===== config.mk =====
export PLATFORM = sky130hd
export DESIGN_NAME = link_id_and_interrupt_map_regs
export DESIGN_NICKNAME = d
export VERILOG_FILES = /design/src/link_regs_pkg.sv /design/src/irq_input_detect.sv /design/src/remote_config_port.sv /design/src/link_id_and_interrupt_map_regs.sv
export VERILOG_INCLUDE_DIRS = /design/src
export SDC_FILE = /design/constraint.sdc
export NUM_CORES = 1
export LEC_CHECK = 0
export ABC_AREA = 1
export BUFFER_PORTS_ARGS = -buffer_cell sky130_fd_sc_hd__buf_2
export CELL_PAD_IN_SITES_DETAIL_PLACEMENT = 0
export CELL_PAD_IN_SITES_GLOBAL_PLACEMENT = 1
export CORE_MARGIN = 4
export CORE_UTILIZATION = 35
export DETAILED_ROUTE_END_ITERATION = 10
export PLACE_DENSITY_LB_ADDON = 0.25
export SYNTH_ARGS = -nofsm -noshare
export SYNTH_HDL_FRONTEND = slang
export SYNTH_SLANG_ARGS = --single-unit

===== constraint.sdc =====
create_clock -name clk -period 3.95 [get_ports clk]
set_input_delay 0.395 -clock clk [delete_from_list [all_inputs] [get_ports clk]]
set_output_delay 0.395 -clock clk [all_outputs]
set_load 0.03 [all_outputs]

===== src/link_regs_defines.svh =====
/*
 * Register offsets, field positions, reset values and widths for the
 * link identification and interrupt map register bank.
 * Assumes it is included by bare name; definitions only.
 */
`ifndef LINK_REGS_DEFINES_SVH
`define LINK_REGS_DEFINES_SVH

`define ADDR_W 8
`define DATA_W 32

`define OFS_PART_IDENTIFICATION 8'h40
`define OFS_LINK_GENERATION_STATUS 8'h44
`define OFS_MODE_CAPABILITY_MASK 8'h4C
`define OFS_IRQ_MAP_INPUTS_LOW 8'h60
`define OFS_IRQ_MAP_INPUTS_HIGH 8'h64
`define OFS_REMOTE_BASE 8'h80

`define PART_REV_MSB 31
`define PART_REV_LSB 16
`define PART_ID_MSB 15
`define PART_ID_LSB 0
`define LINK_GEN2_BIT 16
`define MODE_CAPABILITY_VALUE 32'h0000_0001

`define IRQ_NUM_INPUTS 8
`define IRQ_FIELD_W 8
`define IRQ_ENABLE_BIT 7
`define IRQ_TYPE_BIT 6
`define IRQ_POLARITY_BIT 5
`define IRQ_VECTOR_MSB 4
`define IRQ_VECTOR_LSB 0
`define IRQ_MAP_RESET 32'h0000_0000

`endif


===== src/link_regs_pkg.sv =====
/*
 * Types shared by the register bank and its helpers.
 * Assumes nothing beyond a SystemVerilog compiler.
 */
package link_regs_pkg;

	typedef enum logic [0:0] {
		REMOTE_IDLE,
		REMOTE_WAIT
	} remote_state_t;

	typedef logic [31:0] word_t;

endpackage : link_regs_pkg


===== src/irq_input_detect.sv =====
/*
 * Synchronises the external interrupt inputs and detects, per input,
 * either the entry into the active level (pulsed) or the level itself.
 * Assumes one clock and a synchronous active-high reset.
 */
`timescale 1ns/1ps

module irq_input_detect #(
	parameter int NUM = 8
) (
	input wire logic clk,
	input wire logic sys_rst,
	input wire logic [NUM-1:0] raw_in,
	input wire logic [NUM-1:0] active_low,
	input wire logic [NUM-1:0] pulsed,
	output logic [NUM-1:0] fire
);
	import link_regs_pkg::*;

	logic [NUM-1:0] meta_q, meta_d;
	logic [NUM-1:0] sync_q, sync_d;
	logic [NUM-1:0] last_q, last_d;

	// meta_q feeds only sync_q
	always_comb begin
		meta_d = raw_in;
		sync_d = meta_q;
		last_d = sync_q;
	end

	always_ff @(posedge clk) begin
		if (sys_rst) begin
			meta_q <= '0;
			sync_q <= '0;
			last_q <= '0;
		end else begin
			meta_q <= meta_d;
			sync_q <= sync_d;
			last_q <= last_d;
		end
	end

	genvar i;
	generate
		for (i = 0; i < NUM; i++) begin : g_det
			logic now_active;
			logic was_active;
			assign now_active = sync_q[i] ^ active_low[i];
			assign was_active = last_q[i] ^ active_low[i];
			// pulsed: entry into active level; level: every active cycle
			assign fire[i] = pulsed[i] ? (now_active & ~was_active) : now_active; // see
		end
	endgenerate

endmodule : irq_input_detect


===== src/remote_config_port.sv =====
/*
 * Forwards one access of the upper register window to the link engine as a
 * configuration transfer and waits for its completion.
 * Assumes the engine holds remote_done high for one cycle per request.
 */
`timescale 1ns/1ps

module remote_config_port (
	input wire logic clk,
	input wire logic sys_rst,
	input wire logic start,
	input wire logic start_we,
	input wire logic [6:0] start_offset,
	input wire link_regs_pkg::word_t start_wdata,
	output logic busy,
	output logic finish,
	output link_regs_pkg::word_t finish_rdata,
	output logic remote_req,
	output logic remote_we,
	output logic [6:0] remote_offset,
	output link_regs_pkg::word_t remote_wdata,
	input wire logic remote_done,
	input wire link_regs_pkg::word_t remote_rdata
);
	import link_regs_pkg::*;

	remote_state_t state_q, state_d;
	logic we_q, we_d;
	logic [6:0] ofs_q, ofs_d;
	word_t wdata_q, wdata_d;
	word_t rdata_q, rdata_d;
	logic fin_q, fin_d;

	always_comb begin
		state_d = state_q;
		we_d = we_q;
		ofs_d = ofs_q;
		wdata_d = wdata_q;
		rdata_d = rdata_q;
		fin_d = 1'b0;
		unique case (state_q)
			REMOTE_IDLE: begin
				if (start) begin
					state_d = REMOTE_WAIT;
					we_d = start_we;
					ofs_d = start_offset;
					wdata_d = start_wdata;
				end
			end
			REMOTE_WAIT: begin
				if (remote_done) begin
					state_d = REMOTE_IDLE;
					rdata_d = we_q ? 32'h0000_0000 : remote_rdata;
					fin_d = 1'b1;
				end
			end
		endcase
	end

	always_ff @(posedge clk) begin
		if (sys_rst) begin
			state_q <= REMOTE_IDLE;
			we_q <= 1'b0;
			ofs_q <= 7'h00;
			wdata_q <= 32'h0000_0000;
			rdata_q <= 32'h0000_0000;
			fin_q <= 1'b0;
		end else begin
			state_q <= state_d;
			we_q <= we_d;
			ofs_q <= ofs_d;
			wdata_q <= wdata_d;
			rdata_q <= rdata_d;
			fin_q <= fin_d;
		end
	end

	// no translation registers take part: the offset goes out as is
	assign remote_req = (state_q == REMOTE_WAIT);
	assign remote_we = we_q;
	assign remote_offset = ofs_q;
	assign remote_wdata = wdata_q;
	assign busy = (state_q == REMOTE_WAIT) | fin_q;
	assign finish = fin_q;
	assign finish_rdata = rdata_q;

endmodule : remote_config_port


===== src/link_id_and_interrupt_map_regs.sv =====
/*
 * Identification, link-generation and capability registers plus the two
 * interrupt map registers of the serial bridge, with a window that forwards
 * accesses to the remote peer's register set.
 * Assumes one core clock, a synchronous active-high reset, a link engine that
 * owns the pending/set register and raises the interrupt, and a simple
 * strobe-based register port driven by local software.
 */
`timescale 1ns/1ps
`include "link_regs_defines.svh"

// Notes on behaviour
// identification register: upper half live revision input, lower half live identifier input.
// generation bit reads 1 for a second-generation peer, 0 for first-generation.
// capability mask register always reads one: only mode zero supported.
// reserved bits read zero; writes to them change nothing.
// enabled inputs record detected interrupts into pending/set; disabled inputs record nothing.
// a recorded interrupt raises an interrupt routed by the engine's local-routing bit.
// type bit set means pulsed input; clear means level sensitive.
// polarity bit set means active low; clear means active high.
// five-bit vector selects which pending/set bit the input sets.
// inputs 0-3 control bytes at 0x60, 4-7 at 0x64: enable, type, polarity, vector.
// upper window reaches the peer's registers by configuration transfers, no translation.
// inputs are synchronised; pulsed ones edge-detected, level ones sampled as level.
module link_id_and_interrupt_map_regs #(
	parameter int NUM_IRQ = `IRQ_NUM_INPUTS
) (
	input wire logic clk,
	input wire logic sys_rst,
	input wire logic reg_sel,
	input wire logic reg_we,
	input wire logic [`ADDR_W-1:0] reg_addr,
	input wire link_regs_pkg::word_t reg_wdata,
	output link_regs_pkg::word_t reg_rdata,
	output logic reg_ack,
	output logic reg_busy,
	input wire logic [15:0] part_identifier_input,
	input wire logic [15:0] part_revision_input,
	input wire logic link_gen2,
	input wire logic [NUM_IRQ-1:0] external_irq_inputs,
	output link_regs_pkg::word_t pend_set_mask,
	output logic pend_set_valid,
	output logic remote_req,
	output logic remote_we,
	output logic [6:0] remote_offset,
	output link_regs_pkg::word_t remote_wdata,
	input wire logic remote_done,
	input wire link_regs_pkg::word_t remote_rdata
);
	import link_regs_pkg::*;

	////////////////////////////////////////////////////////////////////////////
	// register port decode

	logic take;
	logic is_remote;
	logic remote_busy;
	logic remote_finish;
	word_t remote_result;

	// new accesses are ignored while a remote transfer is outstanding
	assign take = reg_sel & ~remote_busy;
	assign is_remote = reg_addr[7];
	assign reg_busy = remote_busy;

	////////////////////////////////////////////////////////////////////////////
	// interrupt map registers

	logic [2*`DATA_W-1:0] map_q, map_d;

	always_comb begin
		map_d = map_q;
		if (take && reg_we && !is_remote) begin
			if (reg_addr == `OFS_IRQ_MAP_INPUTS_LOW) begin
				map_d[`DATA_W-1:0] = reg_wdata;
			end
			if (reg_addr == `OFS_IRQ_MAP_INPUTS_HIGH) begin
				map_d[2*`DATA_W-1:`DATA_W] = reg_wdata;
			end
		end
	end

	always_ff @(posedge clk) begin
		if (sys_rst) begin
			map_q <= {`IRQ_MAP_RESET, `IRQ_MAP_RESET};
		end else begin
			map_q <= map_d;
		end
	end

	////////////////////////////////////////////////////////////////////////////
	// per-input field extraction and vector decode

	logic [NUM_IRQ-1:0] irq_enable;
	logic [NUM_IRQ-1:0] irq_pulsed;
	logic [NUM_IRQ-1:0] irq_active_low;
	logic [NUM_IRQ-1:0] irq_fire;
	word_t irq_onehot [NUM_IRQ];

	genvar g;
	generate
		for (g = 0; g < NUM_IRQ; g++) begin : g_irq
			logic [`IRQ_FIELD_W-1:0] ctl;
			logic [4:0] vec;
			assign ctl = map_q[g*`IRQ_FIELD_W +: `IRQ_FIELD_W];
			assign irq_enable[g] = ctl[`IRQ_ENABLE_BIT];
			assign irq_pulsed[g] = ctl[`IRQ_TYPE_BIT];
			assign irq_active_low[g] = ctl[`IRQ_POLARITY_BIT];
			assign vec = ctl[`IRQ_VECTOR_MSB:`IRQ_VECTOR_LSB];
			// disabled inputs contribute nothing to the pending/set word
			assign irq_onehot[g] = (irq_fire[g] && irq_enable[g]) ?
				(32'h0000_0001 << vec) : 32'h0000_0000; // see
		end
	endgenerate

	irq_input_detect #(
		.NUM(NUM_IRQ)
	) u_detect (
		.clk(clk),
		.sys_rst(sys_rst),
		.raw_in(external_irq_inputs),
		.active_low(irq_active_low),
		.pulsed(irq_pulsed),
		.fire(irq_fire)
	);

	////////////////////////////////////////////////////////////////////////////
	// pending/set write toward the link engine

	word_t set_q, set_d;
	logic set_valid_q, set_valid_d;

	always_comb begin
		set_d = 32'h0000_0000;
		for (int i = 0; i < NUM_IRQ; i++) begin
			set_d = set_d | irq_onehot[i];
		end
		// several inputs may share a vector; they merge into one bit
		set_valid_d = |set_d; // see
	end

	always_ff @(posedge clk) begin
		if (sys_rst) begin
			set_q <= 32'h0000_0000;
			set_valid_q <= 1'b0;
		end else begin
			set_q <= set_d;
			set_valid_q <= set_valid_d;
		end
	end

	// the engine sets these pending bits and raises the interrupt per its routing bit
	assign pend_set_mask = set_q;
	assign pend_set_valid = set_valid_q;

	////////////////////////////////////////////////////////////////////////////
	// remote window

	remote_config_port u_remote (
		.clk(clk),
		.sys_rst(sys_rst),
		.start(take & is_remote),
		.start_we(reg_we),
		.start_offset(reg_addr[6:0]),
		.start_wdata(reg_wdata),
		.busy(remote_busy),
		.finish(remote_finish),
		.finish_rdata(remote_result),
		.remote_req(remote_req),
		.remote_we(remote_we),
		.remote_offset(remote_offset),
		.remote_wdata(remote_wdata),
		.remote_done(remote_done),
		.remote_rdata(remote_rdata)
	);

	////////////////////////////////////////////////////////////////////////////
	// local read mux and answer

	word_t local_word;

	always_comb begin
		local_word = 32'h0000_0000;
		unique case (reg_addr)
			`OFS_PART_IDENTIFICATION: begin
				local_word[`PART_REV_MSB:`PART_REV_LSB] = part_revision_input;
				local_word[`PART_ID_MSB:`PART_ID_LSB] = part_identifier_input;
			end
			`OFS_LINK_GENERATION_STATUS: begin
				local_word[`LINK_GEN2_BIT] = link_gen2;
			end
			`OFS_MODE_CAPABILITY_MASK: begin
				local_word = `MODE_CAPABILITY_VALUE;
			end
			`OFS_IRQ_MAP_INPUTS_LOW: begin
				local_word = map_q[`DATA_W-1:0];
			end
			`OFS_IRQ_MAP_INPUTS_HIGH: begin
				local_word = map_q[2*`DATA_W-1:`DATA_W];
			end
			default: begin
				local_word = 32'h0000_0000;
			end
		endcase
	end

	word_t rdata_q, rdata_d;
	logic ack_q, ack_d;

	always_comb begin
		rdata_d = rdata_q;
		ack_d = 1'b0;
		if (remote_finish) begin
			rdata_d = remote_result;
			ack_d = 1'b1;
		end else if (take && !is_remote) begin
			// writes to read-only or unmapped offsets are acknowledged and dropped
			rdata_d = reg_we ? 32'h0000_0000 : local_word;
			ack_d = 1'b1;
		end
	end

	always_ff @(posedge clk) begin
		if (sys_rst) begin
			rdata_q <= 32'h0000_0000;
			ack_q <= 1'b0;
		end else begin
			rdata_q <= rdata_d;
			ack_q <= ack_d;
		end
	end

	assign reg_rdata = rdata_q;
	assign reg_ack = ack_q;

endmodule : link_id_and_interrupt_map_regs


==> flow_summary.json, run 1 <==
{
  "yosys_warnings": 0,
  "cp_max_fo": 58,
  "cts.sinks": 228,
  "worstPathCellList": "nor2_2 > nand3_1 > inv_2 > nand2_4 > nor2_4 > inv_2 > o21ai_0 > a21oi_1",
  "drive_gt1_share_pct": 14.13,
  "synthTopCellsByCount": "509 x nand2_1, 394 x nor2_1, 252 x nand3_1, 228 x dfxtp_1, 143 x a21oi_1",
  "crit_buf_inv": 2,
  "postCtsSetupRepairBufs": 0,
  "report.final.slew_viol_count": 0,
  "postCtsHoldBufs": 0,
  "clockBufferDepth": 3,
  "clk_pin_slew_ps": 60,
  "status": "finished clean",
  "finalWirelength_um": 50540,
  "critPathLaunchType": "flop",
  "syn_area_sq_um": 12860,
  "critical_path_depth": 8,
  "synth_edf_count": 0,
  "die_area_sq_um": 39860,
  "grt_pass1_vias": 13300,
  "gr-total-overflow": 0,
  "core-area_sq_um": 35910,
  "syn2layout_area_growth_pct": 16.14,
  "max_slew_margin_pct": 13.36,
  "cts.repair.resized": 0,
  "ir_drop_mv": 0.2639,
  "ff_latch_area_sq_um": 4564,
  "cp.required_ps": 4340,
  "ff2ff_path_depth": 8,
  "synth_most_common_cell": "nand2_1",
  "antenna_found_initial": 3,
  "synth_top_cells_by_area": "dfxtp_1 36%, nand2_1 15%, nor2_1 12%, nand3_1 9.8%, a21oi_1 5.6%",
  "synthCells": 2099,
  "startpoint": "u_remote.finish",
  "vias": 14250,
  "port-buffer-count": 225,
  "rows": 69,
  "fin_nets": 2342,
  "cp-end-kind": "flop",
  "insertion_delay_ps": 540,
  "setup_viol": 0,
  "tritoncts": "built",
  "cp_top_family": "simple AND/OR/NAND/NOR gates",
  "slowest_stage": "dfxtp_1",
  "p_leak_nw": 6.847,
  "die_h_um": 199.7,
  "crit_path_max_incr_delay_ps": 520,
  "drv_cap": 0,
  "root_buffer": "clkbuf_16",
  "endpoint": "map_q[50]",
  "dr.pass1.iters": 5,
  "dpl.hpwl_um": 38380,
  "cpMostUsedCell": "inv_2",
  "worst_pin_slew_ps": 1300,
  "drtIter0Drc": 1280,
  "drc": 0,
  "fin_crit_ps": 2733,
  "synth-seq-area-share_pct": 35.50,
  "place.gp.congestion": 0.9352,
  "fin_crit_sh_pct": 69.20,
  "hold_violations": 0,
  "netlist.area_leader.share_pct": 35.50,
  "ys_types": 32,
  "cts_made_buffers": 26,
  "fin_ws_ps": 1217,
  "avgViaCountPerCell": 5.269,
  "fillers": 3938,
  "syn_avg_cell_area_sq_um": 6.125,
  "rsz0062_at_grt": "no",
  "regToRegStartpoint": "u_remote.finish",
  "synth_nets": 2217,
  "grt_max_degree": 78,
  "diodes": 0,
  "hp-class": "input pin to flop",
  "clock.fmax_ghz": 0.3658,
  "ant_nets": 0,
  "cp.arrival_ps": 3120,
  "async_flop_share_pct": 0,
  "synth_top_cell_by_area": "dfxtp_1",
  "grt_use_total_pct": 24.52,
  "synth-seq-cells": 228,
  "dieWidth_um": 199.7,
  "fin_skew_ps": 21.28,
  "synth_top_flop_cell": "dfxtp_1",
  "grt_pass1_wl_um": 77310,
  "tns_ps": 0,
  "cts_max_level": 1,
  "start_util_pct": 35.80,
  "critical_path_class": "flop to flop",
  "multi_input_comb_area_sq_um": 7071,
  "p_per_area_nw_per_um2": 354.2,
  "wl_per_cell_um": 18.68,
  "num_io_pins": 226,
  "min_from": "external_irq_inputs[7]",
  "r2r_end": "map_q[50]",
  "dp_slack_ps": 1247,
  "reg2reg_slack_ps": 1220
}
[state kept, by name, summed over array words and instances, names as in the netlist]
signal and cells:
pend_set_mask 32, reg_rdata 32, u_remote.remote_offset 7, u_remote.remote_req 1, u_detect.meta_q 8, u_detect.last_d 8, u_remote.remote_we 1, u_remote.finish_rdata 32
reg_ack 1, u_detect.last_q 8, pend_set_valid 1, map_q 64, u_remote.remote_wdata 32, u_remote.finish 1
[per-layer routing]
metal | GRT usage (%) | wire (um) | up-vias
met1 | 34.35 | 22740 | 6530
li1 | - | - | 7103
met5 | 0 | 23 | -
met4 | 8.906 | 2037 | 4
met3 | 3.979 | 3697 | 85
met2 | 38.16 | 22040 | 531
[worst min path at each step]
stage,slack (ps),cells past startpoint,end
4_1_cts,50,3,u_detect.meta_q[2]
3_5_place_dp,390,2,u_detect.last_d[3]
3_3_place_gp,390,2,u_detect.last_d[1]
5_1_grt,60,3,u_detect.meta_q[7]
2_1_floorplan,390,2,u_detect.last_d[0]
6_report,60,3,u_detect.meta_q[7]
[worst min-delay path, cell delays in order]
cell	delay (ps)
buf_2	80
inv_1	30
nor2_1	60
[layout by cell type (no fill, tap or decap), types with 4 or more instances in the layout]
cell type	synthesis	routed
nor3_1	27	27
a21oi_2	4	4
nand2_1	509	509
nand4_1	50	50
nand2_2	4	4
nor2_1	394	393
a21oi_1	143	143
clkinv_2	0	8
buf_4	5	19
o221ai_1	11	11
clkinvlp_4	0	4
o2111ai_1	11	11
nand3_1	252	251
o22ai_1	6	6
inv_2	7	7
clkinv_1	10	10
inv_1	129	128
o21ai_0	126	126
a31oi_1	17	17
clkbuf_16	0	27
o211ai_1	13	13
buf_2	53	225
dfxtp_1	228	228
[cell families after synthesis]
family / synth area share (%)
simple gates: 40.66
compound gates: 14.28
buf+inv: 9.557
flops: 35.50
[final cells by class]
class | count | share of cell area (%)
multi-input cells | 1577 | 47.36
flip-flops and latches | 228 | 30.57
repair buffers | 245 | 8.632
clock buffers | 31 | 4.827
well taps | 461 | 3.863
inverters | 146 | 3.679
clock inverters | 17 | 1.073
[where the power goes]
group	internal (mW)	total, mW	leakage, nW	switching (mW)
registers	2.36	2.39	1.85	0.0322
logic	0.131	0.432	4.57	0.301
clock network	1.44	2.46	0.429	1.02
[metrics by stage]
| step | area [sq um] | util, % | cells | total power, mW | hold slack, ps |
|---|---|---|---|---|---|
| after global routing | 14930 | 41.57 | 2705 | 5.474 | 61.83 |
| after detailed placement | 14050 | 39.12 | 2657 | 2.874 | 392.5 |
| after global placement | 14050 | 39.12 | 2657 | 2.870 | 392.5 |
| final | 14930 | 41.57 | 2705 | 5.289 | 59.96 |
| after CTS | 14930 | 41.57 | 2705 | 5.335 | 48.99 |
| after floorplan | 12860 | - | 2099 | 2.692 | 388.3 |
Note: power is estimated with default switching activity, not from simulation.
==> run 2, diff against run 1 <==
--- a/config.mk
+++ b/config.mk
@@ -6,7 +6,7 @@
 export SDC_FILE = /design/constraint.sdc
 export NUM_CORES = 1
 export LEC_CHECK = 0
-export ABC_AREA = 1
+export ABC_AREA = 0
 export BUFFER_PORTS_ARGS = -buffer_cell sky130_fd_sc_hd__buf_2
 export CELL_PAD_IN_SITES_DETAIL_PLACEMENT = 0
 export CELL_PAD_IN_SITES_GLOBAL_PLACEMENT = 1
==> constraint.sdc (replaced) <==
create_clock -name clk -period 2.9 [get_ports clk]
set_input_delay 0.29 -clock clk [delete_from_list [all_inputs] [get_ports clk]]
set_output_delay 0.29 -clock clk [all_outputs]
set_load 0.03 [all_outputs]
==> flow_summary.json, run 2 <==
{
  "status": "finished clean",
  "mostFrequentLayoutCells": "292 x nand2_1, 228 x dfxtp_1, 224 x buf_2, 182 x buf_4, 138 x a21oi_1",
  "drv_cap": 0,
  "synthAdderAreaFrac_pct": 0,
  "clock.fmax_ghz": 0.3457,
  "max_slew_margin_pct": 15.00,
  "synth_compound_area_share_pct": 19.69,
  "insertion_delay_ps": 560,
  "regMostFlops": "map_q",
  "dr.pass1.iters": 6,
  "synth-xor-area-share_pct": 0.07492,
  "fin_crit_ps": 2893,
  "netlist.area_leader.share_pct": 39.05,
  "min_from": "reg_wdata[18]",
  "synth_top_cells_by_area": "dfxtp_1 39%, nand2_1 9.4%, a21oi_1 5.9%, clkbuf_1 3.4%, nor2b_1 3.3%",
  "synthCells": 1498,
  "p_per_area_nw_per_um2": 447.8,
  "syn_area_sq_um": 11690,
  "p_leak_nw": 6.412,
  "synth_top_cell_by_area": "dfxtp_1",
  "ant_nets": 0,
  "regToRegStartpoint": "map_q[46]",
  "setup_viol": 0,
  "die_h_um": 190.8,
  "fin_nets": 1984,
  "synth-seq-cells": 228,
  "async_flop_share_pct": 0,
  "ff2ff_path_depth": 8,
  "port-buffer-count": 225,
  "dieWidth_um": 190.8,
  "drc": 0,
  "wl_per_cell_um": 25.47,
  "fin_ws_ps": 7.360,
  "dpl.hpwl_um": 47200,
  "report.final.slew_viol_count": 0,
  "synthMuxAreaShare_pct": 2.740,
  "dp_slack_ps": -161.8,
  "num_io_pins": 226,
  "grt_use_total_pct": 31.52,
  "rows": 66,
  "worst_pin_slew_ps": 1268,
  "ys_types": 76,
  "drive_gt1_share_pct": 26.35,
  "root_buffer": "clkbuf_16",
  "clk_pin_slew_ps": 60,
  "synth-seq-area-share_pct": 39.05,
  "reg2reg_slack_ps": 7,
  "start_util_pct": 35.75,
  "vias": 13280,
  "power_mw": 7.092,
  "grt_pass1_wl_um": 85810,
  "cts.sinks": 228,
  "cp.arrival_ps": 3310,
  "grt_pass1_vias": 12700,
  "tritoncts": "built",
  "cts_max_level": 1,
  "cts_made_buffers": 25,
  "antenna_found_initial": 2,
  "drtIter0Drc": 1233,
  "syn_avg_cell_area_sq_um": 7.804,
  "r2r_end": "pend_set_valid",
  "fin_skew_ps": 9.672,
  "synth_nets": 1616,
  "avgViaCountPerCell": 5.714,
  "startpoint": "map_q[46]",
  "synthTopCellsByCount": "292 x nand2_1, 228 x dfxtp_1, 138 x a21oi_1, 107 x clkbuf_1, 97 x nor2_1",
  "ir_drop_mv": 0.4871,
  "hold_violations": 0,
  "finalWirelength_um": 59200,
  "synth_edf_count": 0,
  "hp-class": "input pin to flop",
  "critical_path_class": "flop to flop",
  "tns_ps": 0,
  "synth_top_family_by_area": "simple AND/OR/NAND/NOR gates",
  "final_common_cell": "nand2_1",
  "synth_top_flop_cell": "dfxtp_1",
  "gr-total-overflow": 0,
  "holdPathEnd": "u_remote.remote_wdata[18]",
  "yosys_warnings": 0,
  "core-area_sq_um": 32700,
  "grt_max_degree": 57,
  "die_area_sq_um": 36390,
  "cp.required_ps": 3320,
  "syn2layout_area_growth_pct": 35.47,
  "fin_crit_sh_pct": 99.75,
  "clockBufferDepth": 3,
  "synthSimpleGateAreaFrac_pct": 33.98,
  "cp_max_fo": 6,
  "diodes": 0,
  "fillers": 3318,
  "place.gp.congestion": 1.065,
  "synth_most_common_cell": "nand2_1",
  "largest_register_ffs": 64,
  "cp-end-kind": "flop",
  "hold_path_depth": 3,
  "critPathLaunchType": "flop"
}
-- run 2: cell types whose count changed after synthesis, moves of 29 or more --
cell / change
buf_2: -47
nor2b_1: +62
inv_1: -126
clkbuf_1: +33
mux2i_1: +32
nand2_1: -217
nor3_1: +31
o21ai_0: -92
nor3b_1: +42
and3_1: +29
nor2_1: -297
a221oi_1: +35
nand3_1: -214
-- run 2: repair_timing --
action	4_1_cts	5_1_grt
setup buffers	0	0
setup endpoints to repair	2	1
hold buffers	53	0
gates resized for setup	4	10
endpoints found under the hold margin	89	0
-- run 2: worst max path at each step --
| stage | endpoint | slack (ps) |
|---|---|---|
| floorplan | pend_set_valid | 580 |
| global placement | pend_set_valid | -210 |
| detailed placement | pend_set_valid | -160 |
| CTS | pend_set_valid | 20 |
| global route | pend_set_valid | -20 |
| finish | pend_set_valid | 7 |
-- run 2: where the power goes --
part / internal, mW / switching (mW) / total [mW]
Clock: 1.95 / 1.33 / 3.28
Sequential: 3.19 / 0.0343 / 3.23
Combinational: 0.234 / 0.356 / 0.590
-- run 2: metrics by stage --
| step | hold WS, ps | instance area (sq um) | cells | utilization (%) |
|---|---|---|---|---|
| 5_1_grt | 17.62 | 15840 | 2324 | 48.43 |
| 3_5_place_dp | 424.8 | 14390 | 2228 | 44.02 |
| 2_1_floorplan | 413.8 | 11690 | 1498 | - |
| 4_1_cts | 0.9311 | 15780 | 2324 | 48.27 |
| 6_report | 16.51 | 15840 | 2324 | 48.43 |
| 3_3_place_gp | 416.4 | 14390 | 2228 | 44.02 |
-- run 2: cell families (layout without fill, tap and decap cells) --
kind of cell	after synthesis	in the layout
mux	32	32
flops	228	228
xor+xnor	1	1
compound gates	335	335
buf+inv	128	512
simple gates	774	774
-- run 2: layout make-up --
| type | count | area [sq um] | share of cell area (%) |
|---|---|---|---|
| Multi-Input combinational cell | 1142 | 6714 | 42.40 |
| Sequential cell | 228 | 4564 | 28.82 |
| Timing Repair Buffer | 466 | 3149 | 19.89 |
| Clock buffer | 36 | 737.0 | 4.654 |
| Tap cell | 442 | 553.0 | 3.492 |
| Clock inverter | 7 | 107.6 | 0.6795 |
| Inverter | 3 | 11.26 | 0.07111 |
-- run 2: critical path: stages (launching register included) --
cell       delay [ps]
dfxtp_1           360
a21oi_1           130
a22o_1            360
nand3_1           290
o2111ai_1         190
nor4_1            760
nand4_1           200
nor4_2            340
a31oi_1           110
-- run 2: layer usage --
metal | global-route usage (%) | vias up | wire length (um)
met3 | 4.412 | 135 | 4229
met4 | 12.71 | 0 | 2895
met1 | 45.28 | 6359 | 26880
li1 | - | 6155 | -
met2 | 47.65 | 631 | 25200
met5 | 0 | - | 0
